`src/hw/lccc_defs.vh`:
```
`ifndef LCCC_DEFS_VH
`define LCCC_DEFS_VH

// apb byte addresses
`define LCCC_ADDR_SHARED  32'h1008_4400
`define LCCC_ADDR_PTR     32'h1008_4404

// register pointer codes
`define LCCC_PTR_CSR0     2'h0
`define LCCC_PTR_CSR1     2'h1
`define LCCC_PTR_CSR2     2'h2
`define LCCC_PTR_CSR3     2'h3
`define LCCC_PTR_RESET    2'h0

// command and status bit positions
`define LCCC_B_INIT       0
`define LCCC_B_START_COMMAND       1
`define LCCC_B_STOP       2
`define LCCC_B_TRANSMIT_DEMAND       3
`define LCCC_B_TRANSMITTER_ENABLED       4
`define LCCC_B_RECEIVER_ENABLED       5
`define LCCC_B_INITIALIZATION_DONE       8
`define LCCC_B_MEMORY_ERROR       11

// transmit descriptor word 2 error bits
`define LCCC_B_TRANSMIT_UNDERFLOW       31
`define LCCC_B_TRANSMIT_BUFFER_ERROR       30
`define LCCC_B_TRANSMIT_RETRY_ERROR       26

// mode word bits
`define LCCC_MODE_DRX     0
`define LCCC_MODE_DTX     1

// widths and reset values
`define LCCC_HI_W         8
`define LCCC_BCFG_W       4
`define LCCC_ZERO32       32'h0000_0000
`define LCCC_ZERO16       16'h0000
`define LCCC_ZERO8        8'h00
`define LCCC_ZERO4        4'h0

// initialization block fetch
`define LCCC_IB_LAST      4'hb
`define LCCC_WORD_STEP    24'h00_0002
`define LCCC_TMO_CYCLES   10'h200 // 25.6 us of 50 ns cycles

// ring poll interval in cycles
`define LCCC_POLL_CYCLES  16'h0400

`endif

```
`src/hw/lccc_ibfetch.v`:
```
`include "lccc_defs.vh"

// initialization block reader: twelve words by dma, keeps the mode word
module lccc_ibfetch #(
	parameter [9:0] TMO_CYCLES = `LCCC_TMO_CYCLES
) (
	input  wire        clock,
	input  wire        nrst,
	input  wire        start,
	input  wire        abort,
	input  wire [23:0] base_addr,
	input  wire        mem_ack,
	input  wire [15:0] mem_rdata,
	output reg         mem_req_ff,
	output reg  [23:0] mem_addr_ff,
	output reg  [15:0] mode_ff,
	output reg         done_ff,
	output reg         err_ff
);
	localparam [1:0] ST_IDLE  = 2'h1;
	localparam [1:0] ST_FETCH = 2'h2;
	localparam [9:0] TMO_LAST = TMO_CYCLES - 10'h001;

	reg [1:0]  state_ff;
	reg [3:0]  idx_ff;
	reg [9:0]  tmo_ff;
	reg [1:0]  nxt_state;
	reg [3:0]  nxt_idx;
	reg [9:0]  nxt_tmo;
	reg        nxt_req;
	reg [23:0] nxt_addr;
	reg [15:0] nxt_mode;
	reg        nxt_done;
	reg        nxt_err;

	// fetch sequencing, abort and memory timeout
	always @* begin
		nxt_state = state_ff;
		nxt_idx   = idx_ff;
		nxt_tmo   = tmo_ff;
		nxt_req   = mem_req_ff;
		nxt_addr  = mem_addr_ff;
		nxt_mode  = mode_ff;
		nxt_done  = 1'b0;
		nxt_err   = 1'b0;
		if (abort) begin
			nxt_state = ST_IDLE;
			nxt_req   = 1'b0;
		end else begin
			case (state_ff)
			ST_IDLE: begin
				if (start) begin
					nxt_state = ST_FETCH;
					nxt_req   = 1'b1;
					nxt_addr  = base_addr;
					nxt_idx   = `LCCC_ZERO4;
					nxt_tmo   = 10'h000;
				end
			end
			ST_FETCH: begin
				if (mem_ack) begin
					nxt_tmo = 10'h000;
					if (idx_ff == `LCCC_ZERO4)
						nxt_mode = mem_rdata; // mode word
					if (idx_ff == `LCCC_IB_LAST) begin
						nxt_req   = 1'b0;
						nxt_done  = 1'b1;
						nxt_state = ST_IDLE;
					end else begin
						nxt_idx  = idx_ff + 4'h1;
						nxt_addr = mem_addr_ff + `LCCC_WORD_STEP;
					end
				end else if (tmo_ff == TMO_LAST) begin
					nxt_req   = 1'b0;
					nxt_err   = 1'b1; // no ready in time
					nxt_state = ST_IDLE;
				end else begin
					nxt_tmo = tmo_ff + 10'h001;
				end
			end
			default: begin
				nxt_state = ST_IDLE;
				nxt_req   = 1'b0;
			end
			endcase
		end
	end

	// state registers
	always @(posedge clock or negedge nrst) begin
		if (!nrst) begin
			state_ff    <= ST_IDLE;
			idx_ff      <= `LCCC_ZERO4;
			tmo_ff      <= 10'h000;
			mem_req_ff  <= 1'b0;
			mem_addr_ff <= 24'h00_0000;
			mode_ff     <= `LCCC_ZERO16;
			done_ff     <= 1'b0;
			err_ff      <= 1'b0;
		end else begin
			state_ff    <= nxt_state;
			idx_ff      <= nxt_idx;
			tmo_ff      <= nxt_tmo;
			mem_req_ff  <= nxt_req;
			mem_addr_ff <= nxt_addr;
			mode_ff     <= nxt_mode;
			done_ff     <= nxt_done;
			err_ff      <= nxt_err;
		end
	end
endmodule // lccc_ibfetch

```
`src/hw/lccc_poll.v`:
```
`include "lccc_defs.vh"

// transmit ring poll timer with immediate demand
module lccc_poll #(
	parameter [15:0] POLL_CYCLES = `LCCC_POLL_CYCLES
) (
	input  wire clock,
	input  wire nrst,
	input  wire enable,
	input  wire demand,
	output reg  poll_ff,
	output reg  ack_ff
);
	localparam [15:0] POLL_LAST = POLL_CYCLES - 16'h0001;

	reg [15:0] cnt_ff;
	reg [15:0] nxt_cnt;
	reg        nxt_poll;
	reg        nxt_ack;

	// demand overrides the interval; ack guard avoids a double poll
	always @* begin
		nxt_cnt  = cnt_ff + 16'h0001;
		nxt_poll = 1'b0;
		nxt_ack  = 1'b0;
		if (!enable) begin
			nxt_cnt = `LCCC_ZERO16;
		end else if (demand && !ack_ff) begin
			nxt_poll = 1'b1;
			nxt_ack  = 1'b1;
			nxt_cnt  = `LCCC_ZERO16;
		end else if (cnt_ff == POLL_LAST) begin
			nxt_poll = 1'b1;
			nxt_cnt  = `LCCC_ZERO16;
		end
	end

	// timer registers
	always @(posedge clock or negedge nrst) begin
		if (!nrst) begin
			cnt_ff  <= `LCCC_ZERO16;
			poll_ff <= 1'b0;
			ack_ff  <= 1'b0;
		end else begin
			cnt_ff  <= nxt_cnt;
			poll_ff <= nxt_poll;
			ack_ff  <= nxt_ack;
		end
	end
endmodule // lccc_poll

```
`src/hw/lccc_top.v`:
```
// Functional notes
// - start after init done turns receiver on unless mode disables it
// - receiver status clears on stop, memory error and resets
// - start after init done turns transmitter on unless mode disables it
// - transmitter status clears on stop, memory error, resets, tx errors
// - receiver and transmitter status bits ignore software writes
// - transmit demand polls the transmit ring immediately; here only while the transmitter is on, else it waits
// - device clears demand on recognition; zero writes ignored
// - stop halts external activity and resets internal logic
// - stop clears every other command and status bit
// - stop written with init and start wins; neither is set
// - stop set at reset, cleared by init or start, zero ignored
// - address and bus configuration registers reachable only when stopped
// - start enables traffic and dma; needs stop first; zero ignored
// - init fetches the block by dma from the programmed address
// - low address register holds bits 15:0 as written; bit 0 is forced even only in the fetch address
// - low address register is 16 bits at pointer code 01
// - init done flag sets when the block has been read
// - high address register supplies bits 23:16 of the block
`include "lccc_defs.vh"

module lccc_top #(
	parameter [15:0] POLL_CYCLES = `LCCC_POLL_CYCLES
) (
	input  wire        clock,
	input  wire        nrst,
	input  wire        io_reset_a,
	input  wire        psel,
	input  wire        penable,
	input  wire        pwrite,
	input  wire [31:0] paddr,
	input  wire [31:0] pwdata,
	output reg  [31:0] prdata,
	output reg         pready,
	output reg         pslverr,
	output wire        mem_req,
	output wire [23:0] mem_addr,
	input  wire        mem_ack,
	input  wire [15:0] mem_rdata,
	input  wire        mem_error,
	input  wire        tx_status_valid,
	input  wire [31:0] transmit_descriptor_word2,
	output wire        receiver_enabled,
	output wire        transmitter_enabled,
	output wire        tx_ring_poll,
	output wire        controller_running,
	output wire        controller_stopped,
	output wire [3:0]  bus_configuration
);
	// one-hot register select {csr3, csr2, csr1, csr0, pointer}
	function [4:0] reg_decode;
		input [31:0] addr;
		input [1:0]  ptr;
		begin
			reg_decode = 5'h00;
			if (addr == `LCCC_ADDR_PTR)
				reg_decode[0] = 1'b1;
			else if (addr == `LCCC_ADDR_SHARED)
				reg_decode[{1'b0, ptr} + 3'h1] = 1'b1;
		end
	endfunction

	// command bit written as one; a stop in the same word vetoes it
	function cmd_set;
		input         wr;
		input [15:0]  data;
		input integer pos;
		begin
			cmd_set = wr & data[pos] & ~data[`LCCC_B_STOP];
		end
	endfunction

	reg        stop_ff;
	reg        start_command_ff;
	reg        init_ff;
	reg        transmit_demand_ff;
	reg        receiver_enabled_ff;
	reg        transmitter_enabled_ff;
	reg        initialization_done_ff;
	reg        memory_error_ff;
	reg        ready_ok_ff;
	reg        init_go_ff;
	reg [1:0]  ptr_ff;
	reg [15:0] addr_lo_ff;
	reg [7:0]  addr_hi_ff;
	reg [3:0]  bcfg_ff;
	reg        nxt_stop;
	reg        nxt_start_command;
	reg        nxt_init;
	reg        nxt_transmit_demand;
	reg        nxt_receiver_enabled;
	reg        nxt_transmitter_enabled;
	reg        nxt_initialization_done;
	reg        nxt_memory_error;
	reg        nxt_ready_ok;
	reg [31:0] nxt_rdata;

	wire [15:0] mode_word;
	wire        ib_done;
	wire        ib_err;
	wire        poll_ack;

	// apb phases: answer one cycle into the access, commit on the edge that ends the ready cycle
	wire        access   = psel & penable & ~pready;
	wire        commit   = psel & penable & pready;
	wire [4:0]  rsel     = reg_decode(paddr, ptr_ff);
	wire        do_wr    = commit & pwrite & ~pslverr;
	wire [15:0] wd       = pwdata[15:0];
	wire        csr0_wr  = do_wr & rsel[1];
	wire        cfg_wr   = do_wr & stop_ff;

	// decoded command strobes
	wire wr_stop = csr0_wr & wd[`LCCC_B_STOP] | io_reset_a;
	wire wr_init = cmd_set(csr0_wr, wd, `LCCC_B_INIT);
	wire wr_start_command = cmd_set(csr0_wr, wd, `LCCC_B_START_COMMAND);
	wire wr_transmit_demand = cmd_set(csr0_wr, wd, `LCCC_B_TRANSMIT_DEMAND);

	// event sources
	wire memory_error_evt = ib_err | mem_error;
	wire tx_err_evt = tx_status_valid &
		(transmit_descriptor_word2[`LCCC_B_TRANSMIT_UNDERFLOW] |
		 transmit_descriptor_word2[`LCCC_B_TRANSMIT_BUFFER_ERROR] |
		 transmit_descriptor_word2[`LCCC_B_TRANSMIT_RETRY_ERROR]);

	// enable request: start after init done, whichever comes last
	reg en_evt;
	always @* begin
		en_evt = 1'b0;
		if (wr_start_command & (ready_ok_ff | ib_done))
			en_evt = 1'b1;
		if (ib_done & start_command_ff)
			en_evt = 1'b1; // start already given
	end

	// command bit next values
	always @* begin
		nxt_stop = stop_ff;
		nxt_start_command = start_command_ff;
		nxt_init = init_ff;
		if (wr_stop) begin
			nxt_stop = 1'b1;
			nxt_start_command = 1'b0;
			nxt_init = 1'b0;
		end else begin
			if (wr_init)
				nxt_init = 1'b1;
			if (wr_start_command)
				nxt_start_command = 1'b1;
			if (wr_init | wr_start_command)
				nxt_stop = 1'b0;
		end
	end

	// status bits and sticky flags
	always @* begin
		nxt_receiver_enabled     = receiver_enabled_ff;
		nxt_transmitter_enabled     = transmitter_enabled_ff;
		nxt_initialization_done     = initialization_done_ff;
		nxt_memory_error     = memory_error_ff;
		nxt_ready_ok = ready_ok_ff;
		nxt_transmit_demand     = transmit_demand_ff;
		if (wr_stop) begin
			nxt_receiver_enabled     = 1'b0;
			nxt_transmitter_enabled     = 1'b0;
			nxt_initialization_done     = 1'b0;
			nxt_memory_error     = 1'b0;
			nxt_ready_ok = 1'b0;
			nxt_transmit_demand     = 1'b0;
		end else begin
			// write one to clear, a new event wins
			if (csr0_wr & wd[`LCCC_B_INITIALIZATION_DONE])
				nxt_initialization_done = 1'b0;
			if (ib_done)
				nxt_initialization_done = 1'b1;
			if (csr0_wr & wd[`LCCC_B_MEMORY_ERROR])
				nxt_memory_error = 1'b0;
			if (memory_error_evt)
				nxt_memory_error = 1'b1;
			if (wr_init)
				nxt_ready_ok = 1'b0;
			if (ib_done)
				nxt_ready_ok = 1'b1;
			// enables follow start after init, never a direct write
			if (en_evt) begin
				nxt_receiver_enabled = ~mode_word[`LCCC_MODE_DRX];
				nxt_transmitter_enabled = ~mode_word[`LCCC_MODE_DTX];
			end
			if (memory_error_evt) begin
				nxt_receiver_enabled = 1'b0;
				nxt_transmitter_enabled = 1'b0;
			end
			if (tx_err_evt)
				nxt_transmitter_enabled = 1'b0;
			// demand: hardware clears on ack, a new write wins
			if (poll_ack)
				nxt_transmit_demand = 1'b0;
			if (wr_transmit_demand)
				nxt_transmit_demand = 1'b1;
		end
	end

	// command and status registers, stop set from power-up
	always @(posedge clock or negedge nrst) begin
		if (!nrst) begin
			stop_ff     <= 1'b1;
			start_command_ff     <= 1'b0;
			init_ff     <= 1'b0;
			transmit_demand_ff     <= 1'b0;
			receiver_enabled_ff     <= 1'b0;
			transmitter_enabled_ff     <= 1'b0;
			initialization_done_ff     <= 1'b0;
			memory_error_ff     <= 1'b0;
			ready_ok_ff <= 1'b0;
		end else begin
			stop_ff     <= nxt_stop;
			start_command_ff     <= nxt_start_command;
			init_ff     <= nxt_init;
			transmit_demand_ff     <= nxt_transmit_demand;
			receiver_enabled_ff     <= nxt_receiver_enabled;
			transmitter_enabled_ff     <= nxt_transmitter_enabled;
			initialization_done_ff     <= nxt_initialization_done;
			memory_error_ff     <= nxt_memory_error;
			ready_ok_ff <= nxt_ready_ok;
		end
	end

	// one-cycle fetch launch after an init write
	always @(posedge clock or negedge nrst) begin
		if (!nrst)
			init_go_ff <= 1'b0;
		else
			init_go_ff <= wr_init & ~wr_stop;
	end

	// register pointer, writable at any time
	always @(posedge clock or negedge nrst) begin
		if (!nrst)
			ptr_ff <= `LCCC_PTR_RESET;
		else if (io_reset_a)
			ptr_ff <= `LCCC_PTR_RESET;
		else if (do_wr & rsel[0])
			ptr_ff <= pwdata[1:0];
	end

	// init block address, only while stopped
	always @(posedge clock or negedge nrst) begin
		if (!nrst) begin
			addr_lo_ff <= `LCCC_ZERO16;
			addr_hi_ff <= `LCCC_ZERO8;
		end else begin
			if (cfg_wr & rsel[2])
				addr_lo_ff <= wd;
			if (cfg_wr & rsel[3])
				addr_hi_ff <= wd[`LCCC_HI_W-1:0];
		end
	end

	// bus configuration, cleared by stop
	always @(posedge clock or negedge nrst) begin
		if (!nrst)
			bcfg_ff <= `LCCC_ZERO4;
		else if (wr_stop)
			bcfg_ff <= `LCCC_ZERO4;
		else if (cfg_wr & rsel[4])
			bcfg_ff <= wd[`LCCC_BCFG_W-1:0];
	end

	// read mux; address registers read zero while running
	always @* begin
		nxt_rdata = `LCCC_ZERO32;
		if (rsel[0])
			nxt_rdata[1:0] = ptr_ff;
		if (rsel[1]) begin
			nxt_rdata[`LCCC_B_INIT] = init_ff;
			nxt_rdata[`LCCC_B_START_COMMAND] = start_command_ff;
			nxt_rdata[`LCCC_B_STOP] = stop_ff;
			nxt_rdata[`LCCC_B_TRANSMIT_DEMAND] = transmit_demand_ff;
			nxt_rdata[`LCCC_B_TRANSMITTER_ENABLED] = transmitter_enabled_ff;
			nxt_rdata[`LCCC_B_RECEIVER_ENABLED] = receiver_enabled_ff;
			nxt_rdata[`LCCC_B_INITIALIZATION_DONE] = initialization_done_ff;
			nxt_rdata[`LCCC_B_MEMORY_ERROR] = memory_error_ff;
		end
		if (rsel[2] & stop_ff)
			nxt_rdata[15:0] = addr_lo_ff;
		if (rsel[3] & stop_ff)
			nxt_rdata[`LCCC_HI_W-1:0] = addr_hi_ff;
		if (rsel[4] & stop_ff)
			nxt_rdata[`LCCC_BCFG_W-1:0] = bcfg_ff;
	end

	// apb answer registers; unmapped addresses give an error
	always @(posedge clock or negedge nrst) begin
		if (!nrst) begin
			prdata  <= `LCCC_ZERO32;
			pready  <= 1'b0;
			pslverr <= 1'b0;
		end else if (access) begin
			prdata  <= pwrite ? `LCCC_ZERO32 : nxt_rdata;
			pready  <= 1'b1;
			pslverr <= ~(|rsel);
		end else begin
			pready  <= 1'b0;
			pslverr <= 1'b0;
		end
	end

	// block fetch engine, bit 0 forced even
	lccc_ibfetch u_ibfetch (
		.clock      (clock),
		.nrst       (nrst),
		.start      (init_go_ff),
		.abort      (wr_stop),
		.base_addr  ({addr_hi_ff, addr_lo_ff[15:1], 1'b0}),
		.mem_ack    (mem_ack),
		.mem_rdata  (mem_rdata),
		.mem_req_ff (mem_req),
		.mem_addr_ff(mem_addr),
		.mode_ff    (mode_word),
		.done_ff    (ib_done),
		.err_ff     (ib_err)
	);

	// transmit ring polling while the transmitter is on
	lccc_poll #(
		.POLL_CYCLES(POLL_CYCLES)
	) u_poll (
		.clock  (clock),
		.nrst   (nrst),
		.enable (transmitter_enabled_ff),
		.demand (transmit_demand_ff),
		.poll_ff(tx_ring_poll),
		.ack_ff (poll_ack)
	);

	// status outputs straight from flops
	assign receiver_enabled    = receiver_enabled_ff;
	assign transmitter_enabled = transmitter_enabled_ff;
	assign controller_running  = start_command_ff;
	assign controller_stopped  = stop_ff;
	assign bus_configuration   = bcfg_ff;
endmodule // lccc_top

```
`config.mk`:
```
export PLATFORM = sky130hd
export DESIGN_NAME = lccc_top
export DESIGN_NICKNAME = d
export VERILOG_FILES = /design/src/hw/lccc_ibfetch.v /design/src/hw/lccc_poll.v /design/src/hw/lccc_top.v
export VERILOG_INCLUDE_DIRS = /design/src /design/src/hw
export SDC_FILE = /design/constraint.sdc
export NUM_CORES = 1
export LEC_CHECK = 0
export ABC_AREA = 1
export BUFFER_PORTS_ARGS = -buffer_cell sky130_fd_sc_hd__buf_2
export CAP_MARGIN = 20
export CORE_AREA = 4 4 147 149
export CTS_BUF_LIST = sky130_fd_sc_hd__clkbuf_8
export DETAILED_ROUTE_END_ITERATION = 10
export DIE_AREA = 0 0 151 153
export SLEW_MARGIN = 20
export SYNTH_ARGS = -nofsm -noshare
export SYNTH_HDL_FRONTEND = slang
export SYNTH_HIERARCHICAL = 1
export SYNTH_SLANG_ARGS = --single-unit
```
`constraint.sdc`:
```
create_clock -name clock -period 2.58 [get_ports clock]
set_input_delay 0.387 -clock clock [delete_from_list [all_inputs] [get_ports clock]]
set_output_delay 0.387 -clock clock [all_outputs]
set_load 0.01 [all_outputs]
```
# Word level (Yosys, flattened, before mapping)

Index checks and enable logic that the tools add are counted.

Word-level logic and storage cells: 196
Register bits: 137
Input bits: 121

Magnitude comparators: 2
Add/sub/neg operators: 5
Eq/ne operators: 14
Mux-type cells: 86
Reductions and logical operators: 21
Bitwise gates (word level): 40

Operator list:

| kind                  | number |
|---|---|
| $mux 16               | 5 |
| $mux 24               | 3 |
| $eq 32x29->1 const B  | 2 |
| $mux 1                | 51 |
| $pmux 24 s2           | 1 |
| $mux 10               | 3 |
| $mux 4                | 7 |
| $and 1x1->1           | 27 |
| $add 24x2->24 const B | 1 |
| $pmux 10 s2           | 1 |
| $add 16x1->16 const B | 1 |
| $eq 16x10->1 const B  | 1 |
| $mux 2                | 8 |
| $reduce_bool 3->1     | 5 |
| $reduce_bool 2->1     | 6 |
| $add 10x1->10 const B | 1 |
| $eq 10x9->1 const B   | 1 |
| $mux 8                | 1 |
| $ne 4x3->1 const B    | 2 |
| $pmux 4 s2            | 1 |
| $reduce_and 4->1      | 2 |
| $not 1->1             | 7 |
| $mux 6                | 1 |
| $ne 2x2->1 const B    | 3 |
| other kinds (20)      | 27 |

# Longest topological paths before layout

Word-level depth: 17
Depth in mapped cells: 19
Mapped depth without buffers: 19

# Hierarchy

Netlist, hierarchy kept.

By module, submodules not included:

| module       | cells an instance | seq. area each (µm²) | area an instance (µm²) | instances |
|---|---|---|---|---|
| lccc_ibfetch | 490               | 1452.6               | 3545.9                 | 1 |
| lccc_top     | 363               | 1452.6               | 3086.7                 | 1 |
| lccc_poll    | 123               | 450.4                | 950.9                  | 1 |

# Worst setup path after synthesis

Ideal clock, no wire load.

Path type: input to register
Start point: input paddr[1]
End point: register u_ibfetch.mem_addr_ff[2]
Path slack: 466 ps
Library setup time: 119 ps
Data arrival time: 1995 ps
Required time: 2461 ps
Path buffers: 1
Cell stages on the path: 17
Path through: nor2_1 > nand2_1 > nor2_1 > nand2_2 > nor2_8 > nand2_2 > nor2_4 > nand2_2 > nand2_4 > inv_2 > nand3_4 > inv_4 > nand3_4 > inv_4 > buf_6 > o22ai_1 > nor2_1

Word-level cells in the longest chain between the ends: 8
Elaborated cells on any way between the ends: 9
Classes of those cells: 2 x eq/ne; 2 x mux; 4 x bitwise; 1 x reduce/logical

RTL lines:

| what                         | RTL line           | RTL |
|---|---|---|
| start: declaration           | lccc_top.v:31      | `input wire [31:0] paddr,` |
| $eq 32x29->1 (no line)       | n/a                |  |
| $mux 5                       | lccc_top.v:58      | `` else if (addr == `LCCC_ADDR_SHARED) `` |
| $mux 4 *                     | lccc_top.v:56      | `` if (addr == `LCCC_ADDR_PTR) `` |
| $and 1x1->1 *                | lccc_top.v:109     | `wire csr0_wr = do_wr & rsel[1];` |
| $and 1x1->1 *                | lccc_top.v:113     | `` wire wr_stop = csr0_wr & wd[`LCCC_B_STOP] \| io_reset_a; `` |
| $or 1x1->1 *                 | lccc_top.v:113     |  |
| $not 1->1 (no line) *        | n/a                |  |
| $reduce_and 5->1 (no line) * | n/a                |  |
| end signal: assignment       | lccc_ibfetch.v:105 | `mem_addr_ff <= nxt_addr;` |
| end: declaration             | lccc_ibfetch.v:15  | `output reg [23:0] mem_addr_ff,` |

Mark *: on every way between the ends. The rest lies on a longest branch, timed or not.
A chain may end at the register's enable or synchronous reset.

# Worst setup path after layout

Start point: register ptr_ff[1]
End point: register u_ibfetch.mem_addr_ff[12]

Word-level cells in the longest chain between the ends: 12
Elaborated cells on any way between the ends: 13
Classes of those cells: 1 x add/sub; 2 x order compare; 4 x mux; 4 x bitwise; 2 x reduce/logical

RTL lines:

| what                                                                  | RTL line       | RTL |
|---|---|---|
| start: declaration                                                    | lccc_top.v:83  | `reg [1:0] ptr_ff;` |
| start signal: assignment                                              | lccc_top.v:238 | `` ptr_ff <= `LCCC_PTR_RESET; `` |
| start signal: assignment                                              | lccc_top.v:240 | `` ptr_ff <= `LCCC_PTR_RESET; `` |
| start signal: assignment                                              | lccc_top.v:242 | `ptr_ff <= pwdata[1:0];` |
| $add 2x1->3 *                                                         | lccc_top.v:59  | `reg_decode[{1'b0, ptr} + 3'h1] = 1'b1;` |
| $lt 3x4->1 (not written as such) / $ge 3x1->1 (equally long branches) | lccc_top.v:59  |  |
| $logic_and 1x1->1 (not written as such)                               | lccc_top.v:59  |  |
| $mux 1 (not written as such)                                          | lccc_top.v:59  |  |
| $demux 1 s3 *                                                         | lccc_top.v:59  |  |
| $mux 5 *                                                              | lccc_top.v:58  |  |
| $mux 4 *                                                              | lccc_top.v:56  |  |
| $and 1x1->1 *                                                         | lccc_top.v:109 |  |
| $and 1x1->1 *                                                         | lccc_top.v:113 |  |
| $or 1x1->1 *                                                          | lccc_top.v:113 |  |
| $not 1->1 (no line) *                                                 | n/a            |  |
| $reduce_and 5->1 (no line) *                                          | n/a            |  |

Marks and branches as above.

==> flow_summary.rst <==
.. list-table::
   :header-rows: 1

   * - Metric
     - Value
   * - Status
     - completed
   * - Type of the worst setup path
     - flip-flop to flip-flop
   * - Die Footprint
     - 23100 um2
   * - Sw Ratio
     - 0.3465
   * - Aggregate global-route resource usage
     - 0.1666
   * - Clock tree from TritonCTS
     - done
   * - Commonest non-fill, non-tap cells in the layout
     - sky130_fd_sc_hd__nand2_1, sky130_fd_sc_hd__nor2_1, sky130_fd_sc_hd__dfrtp_1
   * - Internal power
     - 3.381 mW
   * - Initial antenna violation count
     - 0
   * - Share of power burned in the clock network
     - 0.316
   * - Met1 track utilization from global routing
     - 0.2287
   * - GR Util met2
     - 0.2658
   * - Max rail drop VDD
     - 0.0002861 V
   * - Final Wtd Congestion
     - 0.8655
   * - Number of instances in the synthesized netlist
     - 919
   * - Final setup margin
     - 0.3982 ns
   * - Via count of the first global-routing pass
     - around 6.0k
   * - Final Slew Violations
     - 0
   * - Pre-CTS setup slack
     - 0.1945 ns
   * - Worst R2R Path Depth
     - 13
   * - Congestion Overflow GR
     - 0
   * - Critical Path Fanout Max
     - 22
   * - Hold WS
     - 0.1692 ns
   * - Synth-to-layout area growth
     - 16.80%
   * - Global route hottest layer
     - met2
   * - Final setup violating endpoints
     - 0
   * - Unrepaired setup endpoints after global routing
     - false
   * - Die Y
     - about 150 um
   * - Drt via density
     - 4.726
   * - Fmax
     - 458.3 MHz
   * - Shortest clock period the worst path allows after layout
     - roughly 2.2 ns
   * - Fraction of the cycle the final worst path needs
     - 0.8457
   * - MaxCap Viol Count
     - 0
   * - Clock-pin slew on the worst setup and hold paths
     - about 0.080 ns
   * - Number of failing hold endpoints at the final stage
     - 0
   * - Pin count of the biggest net entering global routing
     - 45
   * - Cell total after placement
     - ~1.3k
   * - Post-place instance area
     - 7779 um2
   * - DRT iter0 DRCs
     - 392
   * - Logic pwr share
     - 0.238
   * - Standard-cell row count
     - 52
   * - Share of post-route cells with drive strength above 1
     - 0.2127
   * - Type of element capturing the critical path
     - flip-flop
   * - HPWL after DPL
     - 14.11 mm
   * - Met3 Resource Use GR
     - 0.03435
   * - Overall power after layout
     - 5.174 mW
   * - Setup_tns
     - 0 ns
   * - Initial Util
     - 0.3468
   * - Yosys warning count
     - 6
   * - Startpoint of the worst register-to-register path
     - ptr_ff[1]$_DFFE_PN0P_
   * - Routed wire length
     - 18.66 mm
   * - Power density over the cells
     - between 600 and 700 nW/um2
   * - Largest clock skew in the final design
     - around 0.011 ns
   * - Area of the core region
     - 20170 um2
   * - Depth of the CTS H-tree
     - 4
   * - Post-route core utilization
     - 0.4050
   * - Sequential Power Share
     - 0.445
   * - Average wire length per cell after detail routing
     - 14.05 um
   * - Leading cell type in the layout, fill and taps excluded
     - sky130_fd_sc_hd__nand2_1
   * - Worst slew slack as a fraction of its limit
     - 0.6414
   * - LEAKAGE
     - 3.978 nW
   * - Transition at the pin with the smallest max-transition slack
     - between 0.5 and 0.6 ns
   * - Final ANT Viol Nets
     - 0
   * - Final net count
     - approximately 1.2k
   * - Antenna fix cells
     - 0
   * - Number of buffers added by the clock tree synthesis step
     - 17
   * - Post-Synthesis Mean Instance Area
     - 7.611 um2
   * - Max Buffers Root-to-Sink
     - 2
   * - Area of the mapped netlist
     - between 6000 and 7000 um2
   * - Startpoint Class
     - flip-flop
   * - Global-route wire length before repair
     - 30.71 mm
   * - Destination of the worst register-to-register timing path
     - u_ibfetch/mem_addr_ff[12]$_DFFE_PN0P_
   * - Total via count after detailed routing
     - approximately 6.3k
   * - Worst skew pair latency
     - 0.45 ns
   * - Clk Tree Root Cell
     - sky130_fd_sc_hd__clkbuf_8
   * - Min-Delay Path Class
     - input port to flip-flop
   * - Horizontal die dimension
     - 151 um
   * - I/O pins
     - 189
   * - Worst path required time
     - 2.92 ns
   * - NetSw
     - around 1.8 mW
   * - Termination of the worst setup path
     - u_ibfetch/mem_addr_ff[12]$_DFFE_PN0P_
   * - Detailed-router iteration count before antenna repair
     - 5
   * - Start point of the critical path
     - ptr_ff[1]$_DFFE_PN0P_
   * - Fillers
     - between 2k and 2.5k
   * - Number of non-filler instances in the completed layout
     - 1328
   * - Final instance area
     - 8169 um2
   * - Count of buffers from port buffering
     - 113
   * - Worst path arrival time
     - 2.52 ns
   * - Sinks on Clock Net
     - 120
   * - R2R Setup Slk
     - 0.40 ns
   * - DRC errors left
     - 0
   * - Number of resized instances in the post-cts repair step
     - 0
power by group through the flow:
stage / Sequential [mW] / Combinational (mW) / Clock, mW
2_1_floorplan: 2.34 / 0.794 / 0
3_3_place_gp: 2.34 / 1.22 / 0
3_5_place_dp: 2.34 / 1.24 / 0
4_1_cts: 2.30 / 1.25 / 1.69
5_1_grt: 2.34 / 1.39 / 1.79
6_report: 2.30 / 1.23 / 1.64
worst min-delay path by stage:
stage / depth (start not counted) / startpoint / to / slack [ns]
floorplan: 0 / nrst / addr_hi_ff[0]$_DFFE_PN0P_ / 0.09
global placement: 1 / nrst / u_poll/poll_ff$_DFF_PN0_ / 0.42
detailed placement: 1 / nrst / u_poll/poll_ff$_DFF_PN0_ / 0.42
CTS: 2 / io_reset_a / init_go_ff$_DFF_PN0_ / 0.14
global route: 2 / io_reset_a / init_go_ff$_DFF_PN0_ / 0.15
finish: 2 / io_reset_a / init_go_ff$_DFF_PN0_ / 0.17
area by class of cell:
cell class / instances / area, um2 / share of cell area
Multi-Input combinational cell: 681 / 3381 / 0.4138
Sequential cell: 120 / 3005 / 0.3679
Timing Repair Buffer: 127 / 688.2 / 0.08424
Inverter: 98 / 376.6 / 0.04610
Tap cell: 270 / 337.8 / 0.04135
Clock buffer: 22 / 302.8 / 0.03707
Clock inverter: 10 / 77.57 / 0.009496
what timing repair did:
action,CTS,global route
hold buffers,1,0
buffers inserted,0,0
hold endpoints to repair,33,0
layer usage:
layer  routed length (um)  share of wire
met1                 8785           0.47
met5                    0              0
met2                 8704           0.47
met3                  919          0.049
met4                  252          0.014
worst max-delay path: stages (launching register included):
cell and delay, ns:
sky130_fd_sc_hd__dfrtp_1 0.53, sky130_fd_sc_hd__nor2_1 0.11, sky130_fd_sc_hd__nand2_2 0.12, sky130_fd_sc_hd__nor2_4 0.05
sky130_fd_sc_hd__nand2_2 0.09, sky130_fd_sc_hd__nand2_4 0.05, sky130_fd_sc_hd__inv_2 0.08, sky130_fd_sc_hd__nand3_4 0.10
sky130_fd_sc_hd__inv_4 0.10, sky130_fd_sc_hd__nand3_4 0.24, sky130_fd_sc_hd__inv_4 0.28, sky130_fd_sc_hd__nand2_1 0.07
sky130_fd_sc_hd__o21ai_0 0.19, sky130_fd_sc_hd__inv_1 0.06
flip-flops by register name (all words and copies together), names as in the netlist, 2 cells and up:
name and cells:
ptr_ff 2, addr_hi_ff 8, u_ibfetch/tmo_ff 10, u_ibfetch/mem_addr_ff 24, addr_lo_ff 16, prdata 16, u_ibfetch/state_ff 2, u_poll/cnt_ff 16
u_ibfetch/idx_ff 4, bus_configuration 4, u_ibfetch/mode_ff 2
(Power assumes the default switching activity.)
